--- config.mk ---
export PLATFORM = sky130hd
export DESIGN_NAME = ipsb_top
export DESIGN_NICKNAME = d
export VERILOG_FILES = /design/src/rtl/ipsb_top.v /design/src/rtl/ipsb_route.v
export VERILOG_INCLUDE_DIRS = /design/src /design/src/shared
export SDC_FILE = /design/constraint.sdc
export NUM_CORES = 1
export LEC_CHECK = 0
export BUFFER_PORTS_ARGS = -buffer_cell sky130_fd_sc_hd__buf_2
export CAP_MARGIN = 15
export CORE_AREA = 2 2 49 51
export DETAILED_ROUTE_END_ITERATION = 8
export DIE_AREA = 0 0 51 53
export HOLD_SLACK_MARGIN = 0.1
export SYNTH_ARGS = -nofsm -noshare
export SYNTH_HDL_FRONTEND = slang
export SYNTH_SLANG_ARGS = --single-unit
--- constraint.sdc ---
create_clock -name i_core_clk -period 0.85 [get_ports i_core_clk]
set_input_delay 0 -clock i_core_clk [delete_from_list [all_inputs] [get_ports i_core_clk]]
set_output_delay 0 -clock i_core_clk [all_outputs]
set_load 0.005 [all_outputs]
--- src/shared/ipsb_map.vh ---
// Overview of operation
// RQ1 - bit 3 of the priority byte sends the second i2c unit's error interrupt to high priority when 1, low when 0.
// RQ2 - bit 2 sends the second i2c unit's general interrupt to high priority when 1, low when 0.
// RQ3 - bit 1 sends the second i2c unit's transmit interrupt to high priority when 1, low when 0.
// RQ4 - bit 0 sends the second i2c unit's receive interrupt to high priority when 1, low when 0.
// RQ5 - bit 4 sends the second uart's receive interrupt to high priority when 1, low when 0.
`ifndef IPSB_MAP_VH
`define IPSB_MAP_VH
`define IPSB_BIT_I2C2_RX  0
`define IPSB_BIT_I2C2_TX  1
`define IPSB_BIT_I2C2_GEN 2
`define IPSB_BIT_I2C2_ERR 3
`define IPSB_BIT_UART2_RX 4
`define IPSB_NUM_BITS     5
`define IPSB_RST_VAL      5'h1f
`endif

--- src/rtl/ipsb_top.v ---
`timescale 1ns/10ps
`include "ipsb_map.vh"

////////////////////////////////////////////////////////////////////////////
// priority steering for the second i2c unit and the second uart receive path
////////////////////////////////////////////////////////////////////////////

module ipsb_top (
    // clock and reset
    input  wire       i_core_clk,
    input  wire       i_rst_b,
    // software write of the priority bits
    input  wire       i_prio_we,
    input  wire [4:0] i_prio_wdata,
    // pending sources, same clock domain
    input  wire [4:0] i_src_pend,
    // priority readback
    output wire [4:0] o_prio,
    // routed requests per source
    output wire [4:0] o_hi_req,
    output wire [4:0] o_lo_req,
    // any request per level
    output reg        o_hi_any,
    output reg        o_lo_any
);
    ////////////////////////////////////////////////////////////////////////
    // priority register
    ////////////////////////////////////////////////////////////////////////

    reg  [4:0] prio_r;
    reg  [4:0] prio_nxt;

    // a write replaces all five bits at once; there is no per-bit mask,
    // so software must read back before changing a single source
    always @* begin
        prio_nxt = prio_r;
        if (i_prio_we) begin
            prio_nxt = i_prio_wdata;
        end
    end

    // reset to high priority for every source, as is usual for such bits
    always @(posedge i_core_clk) begin
        if (!i_rst_b) begin
            prio_r <= `IPSB_RST_VAL;
        end else begin
            prio_r <= prio_nxt;
        end
    end

    assign o_prio = prio_r;

    ////////////////////////////////////////////////////////////////////////
    // named priority fields and pending flags
    ////////////////////////////////////////////////////////////////////////

    // second i2c unit, error interrupt
    wire       i2c_unit2_err_prio;
    wire       i2c_unit2_err_pend;
    assign i2c_unit2_err_prio = prio_r[`IPSB_BIT_I2C2_ERR]; // see RQ1
    assign i2c_unit2_err_pend = i_src_pend[`IPSB_BIT_I2C2_ERR];

    // second i2c unit, general interrupt
    wire       i2c_unit2_gen_prio;
    wire       i2c_unit2_gen_pend;
    assign i2c_unit2_gen_prio = prio_r[`IPSB_BIT_I2C2_GEN]; // see RQ2
    assign i2c_unit2_gen_pend = i_src_pend[`IPSB_BIT_I2C2_GEN];

    // second i2c unit, transmit interrupt
    wire       i2c_unit2_tx_prio;
    wire       i2c_unit2_tx_pend;
    assign i2c_unit2_tx_prio = prio_r[`IPSB_BIT_I2C2_TX]; // see RQ3
    assign i2c_unit2_tx_pend = i_src_pend[`IPSB_BIT_I2C2_TX];

    // second i2c unit, receive interrupt
    wire       i2c_unit2_rx_prio;
    wire       i2c_unit2_rx_pend;
    assign i2c_unit2_rx_prio = prio_r[`IPSB_BIT_I2C2_RX]; // see RQ4
    assign i2c_unit2_rx_pend = i_src_pend[`IPSB_BIT_I2C2_RX];

    // second uart, receive interrupt
    wire       uart2_rx_prio;
    wire       uart2_rx_pend;
    assign uart2_rx_prio = prio_r[`IPSB_BIT_UART2_RX]; // see RQ5
    assign uart2_rx_pend = i_src_pend[`IPSB_BIT_UART2_RX];

    ////////////////////////////////////////////////////////////////////////
    // words rebuilt from the named fields
    ////////////////////////////////////////////////////////////////////////

    // going through the names keeps the bit map in one place: each field goes back
    // to the position it came from, so a wrong position in the header changes no routing
    wire [4:0] prio_vec;
    wire [4:0] pend_vec;

    assign prio_vec[`IPSB_BIT_I2C2_RX]  = i2c_unit2_rx_prio;
    assign prio_vec[`IPSB_BIT_I2C2_TX]  = i2c_unit2_tx_prio;
    assign prio_vec[`IPSB_BIT_I2C2_GEN] = i2c_unit2_gen_prio;
    assign prio_vec[`IPSB_BIT_I2C2_ERR] = i2c_unit2_err_prio;
    assign prio_vec[`IPSB_BIT_UART2_RX] = uart2_rx_prio;

    assign pend_vec[`IPSB_BIT_I2C2_RX]  = i2c_unit2_rx_pend;
    assign pend_vec[`IPSB_BIT_I2C2_TX]  = i2c_unit2_tx_pend;
    assign pend_vec[`IPSB_BIT_I2C2_GEN] = i2c_unit2_gen_pend;
    assign pend_vec[`IPSB_BIT_I2C2_ERR] = i2c_unit2_err_pend;
    assign pend_vec[`IPSB_BIT_UART2_RX] = uart2_rx_pend;

    ////////////////////////////////////////////////////////////////////////
    // per-source steering
    ////////////////////////////////////////////////////////////////////////

    // each bit routes its own source; bit 0..3 i2c unit 2, bit 4 uart 2
    genvar g;
    generate
        for (g = 0; g < `IPSB_NUM_BITS; g = g + 1) begin : g_route
            ipsb_route u_route (
                .i_core_clk (i_core_clk),
                .i_rst_b    (i_rst_b),
                .i_pend     (pend_vec[g]),
                .i_prio     (prio_vec[g]), // see RQ1 see RQ2 see RQ3 see RQ4 see RQ5
                .o_hi_req   (o_hi_req[g]),
                .o_lo_req   (o_lo_req[g])
            );
        end
    endgenerate

    ////////////////////////////////////////////////////////////////////////
    // level summaries
    ////////////////////////////////////////////////////////////////////////

    reg        hi_any_nxt;
    reg        lo_any_nxt;

    // built from the same pending and priority values as the per-source
    // requests, so a summary never leads or lags its own source by a cycle
    always @* begin
        hi_any_nxt = 1'b0;
        lo_any_nxt = 1'b0;

        if (i2c_unit2_err_pend) begin
            if (i2c_unit2_err_prio) begin
                hi_any_nxt = 1'b1; // see RQ1
            end else begin
                lo_any_nxt = 1'b1; // see RQ1
            end
        end

        if (i2c_unit2_gen_pend) begin
            if (i2c_unit2_gen_prio) begin
                hi_any_nxt = 1'b1; // see RQ2
            end else begin
                lo_any_nxt = 1'b1; // see RQ2
            end
        end

        if (i2c_unit2_tx_pend) begin
            if (i2c_unit2_tx_prio) begin
                hi_any_nxt = 1'b1; // see RQ3
            end else begin
                lo_any_nxt = 1'b1; // see RQ3
            end
        end

        if (i2c_unit2_rx_pend) begin
            if (i2c_unit2_rx_prio) begin
                hi_any_nxt = 1'b1; // see RQ4
            end else begin
                lo_any_nxt = 1'b1; // see RQ4
            end
        end

        if (uart2_rx_pend) begin
            if (uart2_rx_prio) begin
                hi_any_nxt = 1'b1; // see RQ5
            end else begin
                lo_any_nxt = 1'b1; // see RQ5
            end
        end
    end

    // a write in the same cycle as a pending flag is not seen here until
    // the next cycle: the summary uses the priority that stood at the edge
    always @(posedge i_core_clk) begin
        if (!i_rst_b) begin
            o_hi_any <= 1'b0;
            o_lo_any <= 1'b0;
        end else begin
            o_hi_any <= hi_any_nxt;
            o_lo_any <= lo_any_nxt;
        end
    end

    ////////////////////////////////////////////////////////////////////////
    // limitations
    ////////////////////////////////////////////////////////////////////////

    // the block only steers; choosing between levels, masking and flag
    // clearing belong to the controller that reads these requests

endmodule

--- src/rtl/ipsb_route.v ---
`timescale 1ns/10ps
// one source: pending flag steered to the high or low level by its priority bit
module ipsb_route (
    // clock and reset
    input  wire i_core_clk,
    input  wire i_rst_b,
    // source and priority
    input  wire i_pend,
    input  wire i_prio,
    // routed request
    output reg  o_hi_req,
    output reg  o_lo_req
);
    always @(posedge i_core_clk) begin
        if (!i_rst_b) begin
            o_hi_req <= 1'b0;
            o_lo_req <= 1'b0;
        end else begin
            o_hi_req <= i_pend & i_prio;
            o_lo_req <= i_pend & ~i_prio;
        end
    end
endmodule

# ---- After elaboration in Yosys (flattened, before gate mapping)
# Index checks and enable logic that the tools add are counted.
# Widths: inputs -> output; s select.
dict set report totals {
  regBits 17
  latch_bits 0
  ramBits 0
  rom_bits 0
  inputBits 13
  out_inout_bits 17
  word_cells 48
  mem_count 0
}
dict set report classes {
  add_sub_neg 0
  mul 0
  div_mod_pow 0
  order_cmp 0
  n_eq_ne 0
  n_shift 0
  mux 20
  bitwise_logic 15
  reduce_logical 0
}
# op count
set op_table {}
lappend op_table {{$mux 1} 20}
lappend op_table {{$and 1x1->1} 10}
lappend op_table {{$not 1->1} 5}

# ---- Logic depth before layout (Yosys ltp)
dict set report logic_depth {
  word_depth 10
  depth_mapped 3
  depth_no_buf 3
}

# ---- By module
# From an unflattened synthesis, not the netlist that was laid out.
dict set report hier_totals {
  cells_unflattened 49
  hier_area_um2 563.0
}
# mod n_inst cells_each area_each_um2 seq_area_each_um2
set by_module_without_submodules {}
lappend by_module_without_submodules {ipsb_route 5 4 56.3 40.0}
lappend by_module_without_submodules {ipsb_top 1 29 281.5 140.1}

# ---- Least setup slack after synthesis
# Ideal clock, no wire load.
dict set report synth_path {
  path_type {register to register}
  start {reg prio_r[0] (netlist: o_prio[0])}
  end {reg o_lo_any}
  setup_time_ns 0.120
  arrival_time_ns 0.715
  required_ns 0.730
  setup_slack_ns 0.016
  stages_incl_launch_ff 3
  n_path_buf 0
  period_less_slack_ns 0.834
  path_cell_list {dfxtp_1 o22ai_1 o31a_1}
}
dict set report synth_between {
  elab_chain_len 4
}
# item line
set synth_lines {}
lappend synth_lines {{start, declared} ipsb_top.v:30} ;# reg [4:0] prio_r;
lappend synth_lines {{start signal, assigned} ipsb_top.v:45} ;# prio_r <= `IPSB_RST_VAL;
lappend synth_lines {{start signal, assigned} ipsb_top.v:47} ;# prio_r <= prio_nxt;
lappend synth_lines {{$mux 1 (*)} ipsb_top.v:165} ;# if (i2c_unit2_rx_prio) begin
lappend synth_lines {{$mux 1 (*)} ipsb_top.v:164} ;# if (i2c_unit2_rx_pend) begin
lappend synth_lines {{$mux 1} ipsb_top.v:173} ;# if (uart2_rx_prio) begin
lappend synth_lines {{$mux 1 (*)} ipsb_top.v:172} ;# if (uart2_rx_pend) begin
lappend synth_lines {{end signal, assigned} ipsb_top.v:189} ;# o_lo_any <= lo_any_nxt;
lappend synth_lines {{end, declared} ipsb_top.v:24} ;# output reg o_lo_any
# Mark *: on every way between the ends. The rest lies on a longest branch, timed or not.
# A chain may end at the register's enable or synchronous reset.

# ---- Worst setup path in the final report
dict set report layout_path {
  start {in i_src_pend[1]}
  end {reg o_hi_any}
}
dict set report layout_between {
  elab_chain_len 5
}
# item line
set layout_lines {}
lappend layout_lines {{start, declared} ipsb_top.v:16} ;# input wire [4:0] i_src_pend,
lappend layout_lines {{$mux 1 (*)} ipsb_top.v:156} ;# if (i2c_unit2_tx_pend) begin
lappend layout_lines {{$mux 1} ipsb_top.v:165}
lappend layout_lines {{$mux 1 (*)} ipsb_top.v:164}
lappend layout_lines {{$mux 1} ipsb_top.v:173}
lappend layout_lines {{$mux 1 (*)} ipsb_top.v:172}
lappend layout_lines {{end signal, assigned} ipsb_top.v:188} ;# o_hi_any <= hi_any_nxt;
lappend layout_lines {{end, declared} ipsb_top.v:23} ;# output reg o_hi_any,
# Marked as above.

==> impl_metrics.json <==
{
  "status": "finished with violations",
  "failing_checks": "negative setup slack",
  "power_frac_comb": 0.177,
  "slowest_delay_ns": 0.58,
  "clkLatencyLatePin_ns": 0.29,
  "cts_inserted_buffers": 3,
  "cts.sinks": 17,
  "ios": 30,
  "power.internal_w": 0.00119,
  "rows": 17,
  "synth_fa_ha_area_frac": 0,
  "synth_compound_gate_area_share": 0.0685,
  "synth_xor_area_frac": 0,
  "detailroute.via_count": 588,
  "path_class": "primary input to register",
  "first_pass_grt_wire_length_um": 2410,
  "cp_cell_sequence": "buf_2, dlygate4sd3_1, a222oi_1, a21boi_1",
  "start_util": 0.315,
  "largest_family_of_logic_cells_by_synthesized_area": "buffers and inverters",
  "ys.warnings.count": 0,
  "groute.usage.overall": 0.126,
  "critPathLaunchType": "primary input",
  "ant_nets": 0,
  "post-route-worst-setup-slack_ns": -0.0772,
  "fmax_ghz": 1.08,
  "worstMarginPinSlew_ns": 0.340,
  "portBuffers": 29,
  "seq_power_share": 0.546,
  "die-width_um": 51,
  "max_slew_margin": 0.774,
  "min-delay-path-class": "primary input to register",
  "detail_route.first_pass.iterations": 4,
  "p_sw_w": 0.000390,
  "largest_clock_skew_in_the_final_design_ns": 0.00519,
  "grt_setup_unrepaired": "yes",
  "synthesis.area_um2": 676,
  "tritoncts": "done",
  "vdd.ir_drop.worst_uv": 588,
  "ys_types": 16,
  "critical_path_required_ns": 1.03,
  "post_synth_inst_count": 70,
  "final_common_cell": "sky130_fd_sc_hd__buf_2",
  "wirelength_um": 1610,
  "area_delta_synth_final_pct": 49.4,
  "path_delay_family": "buffers and inverters",
  "wl_per_cell_um": 11.7,
  "cp_num_buf_inv": 2,
  "sw_frac_of_total": 0.247,
  "core-area_um2": 2150,
  "slew_violations": 0,
  "period_share": 1.09,
  "avgSynthCellArea_um2": 9.65,
  "yosys-mux-area-fraction": 0.0741,
  "antenna-diode-count": 0,
  "power.clock.fraction": 0.278,
  "max-cap-violations": 0,
  "r2r_slack_ns": -0.06,
  "synth-seq-cells": 17,
  "die-area_um2": 2700,
  "half_perimeter_wire_length_of_the_detailed_placement_result_um": 917,
  "finalSetupViolations": 5,
  "timing_hold_violations_final": 0,
  "nNetsFinal": 123,
  "post_synth_and_or_nand_nor_area_fraction": 0.141,
  "final.fill_count": 213,
  "clock_input_transition_at_the_sequential_cells_of_the_worst_setup_and_hold_paths_ns": 0.10,
  "remaining_drc_errors": 0,
  "dieHeight_um": 53,
  "power.leakage_nw": 0.517,
  "seq_area_frac_synth": 0.504,
  "timing.final.crit_period_ns": 0.927,
  "post_route_cells_drive_above_1_share": 0.450,
  "grt_overflow": 0,
  "antenna_found_initial": 0,
  "most-common-layout-cells": "25 x sky130_fd_sc_hd__buf_2, 13 x sky130_fd_sc_hd__dlygate4sd3_1, 12 x sky130_fd_sc_hd__dfxtp_1",
  "power_density_nw_per_um2": 1560,
  "cp_max_fo": 3,
  "via_per_inst": 4.29,
  "arrival_ns": 1.11,
  "critical_path.slowest_cell": "sky130_fd_sc_hd__dlygate4sd3_1",
  "first_global_vias": 565,
  "hold-worst-slack_ns": 0.0145,
  "number_of_h_tree_branching_levels": 1,
  "grt_start_max_net_pins": 11,
  "finalSetupTns_ns": -0.176,
  "critical_path.endpoint_type": "register",
  "cts_root_buf": "sky130_fd_sc_hd__clkbuf_4",
  "initial_drt_markers": 3,
  "net_count_after_synthesis": 83,
  "place.gp.congestion": 0.684,
  "clock_path_buffers": 2
}
-- state kept, by name, indices dropped and copies added (netlist names) --
register                  flops
g_route.u_route.o_hi_req      5
o_lo_any                      1
g_route.u_route.o_lo_req      5
o_hi_any                      1
o_prio                        5
-- kinds of logic after synthesis --
| family | Yosys count |
|---|---|
| compound gates | 6 |
| buf+inv | 21 |
| flops | 17 |
| mux | 5 |
| simple gates | 21 |
-- what timing repair did --
action / CTS / global route
hold buffers: 13 / 1
gates resized for setup: 11 / 3
endpoints found under the setup margin: 7 / 10
setup buffers: 3 / 1
endpoints found under the hold margin: 17 / 3
-- layer usage --
metal,GRT usage,up-vias,share of wire
li1,-,292,-
met1,0.122,267,0.39
met2,0.232,23,0.51
met3,0.0311,6,0.068
met4,0.0901,0,0.029
met5,0,-,0
-- cells in the mapped netlist --
| library cell | number | area share |
|---|---|---|
| sky130_fd_sc_hd__a22oi_1 | 1 | 0.011 |
| sky130_fd_sc_hd__a222oi_1 | 1 | 0.015 |
| sky130_fd_sc_hd__buf_6 | 1 | 0.017 |
| sky130_fd_sc_hd__and3_2 | 1 | 0.011 |
| sky130_fd_sc_hd__inv_1 | 4 | 0.022 |
| sky130_fd_sc_hd__nor2b_1 | 1 | 0.0093 |
| sky130_fd_sc_hd__and3_1 | 4 | 0.037 |
| sky130_fd_sc_hd__o22ai_1 | 2 | 0.019 |
| sky130_fd_sc_hd__nand2_1 | 10 | 0.056 |
| sky130_fd_sc_hd__o31a_1 | 1 | 0.013 |
| sky130_fd_sc_hd__buf_2 | 1 | 0.0074 |
| sky130_fd_sc_hd__a21boi_1 | 1 | 0.011 |
| sky130_fd_sc_hd__nor2_1 | 5 | 0.028 |
| sky130_fd_sc_hd__dfxtp_1 | 17 | 0.50 |
| sky130_fd_sc_hd__mux2i_1 | 5 | 0.074 |
| sky130_fd_sc_hd__buf_4 | 15 | 0.17 |
-- path summary, 6_finish.rpt --
kind | from | to | cells after the start
min reg2reg | o_prio[0]$_SDFFE_PN1P_ | g_route[0].u_route.o_lo_req$_SDFF_PN0_ | 2
max reg2reg | o_prio[0]$_SDFFE_PN1P_ | o_hi_any$_SDFF_PN0_ | 2
min | i_src_pend[0] | g_route[0].u_route.o_hi_req$_SDFF_PN0_ | 2
max | i_src_pend[1] | o_hi_any$_SDFF_PN0_ | 4
-- power by group through the flow --
stage	Sequential [W]	Clock, W	Combinational [W]
after global routing	0.000866	0.000478	0.000304
after detailed placement	0.000874	0	0.000190
final	0.000862	0.000439	0.000279
after floorplan	0.000878	0	0.000121
after global placement	0.000872	0	0.000188
after CTS	0.000860	0.000429	0.000263
-- cell type report --
class | count | area, um2 | share of cell area
inverter | 4 | 15.0 | 0.0149
clock inverter | 1 | 5.00 | 0.00496
tap | 28 | 35.0 | 0.0347
sequential | 17 | 347 | 0.343
clock buffer | 3 | 22.5 | 0.0223
timing repair buffer | 52 | 388 | 0.384
multi-input combinational | 32 | 198 | 0.196
-- metrics by stage --
step / cell area (um2) / setup slack [ns] / util / total power (W) / instances
floorplan: 676 / 0.0156 / - / 0.000999 / 70
global placement: 772 / 0.0168 / 0.359 / 0.00106 / 116
detailed placement: 772 / -0.0482 / 0.359 / 0.00106 / 116
CTS: 981 / -0.0624 / 0.457 / 0.00155 / 135
global route: 1010 / -0.126 / 0.470 / 0.00165 / 137
finish: 1010 / -0.0772 / 0.470 / 0.00158 / 137
Note: power is estimated with default switching activity, not from simulation.
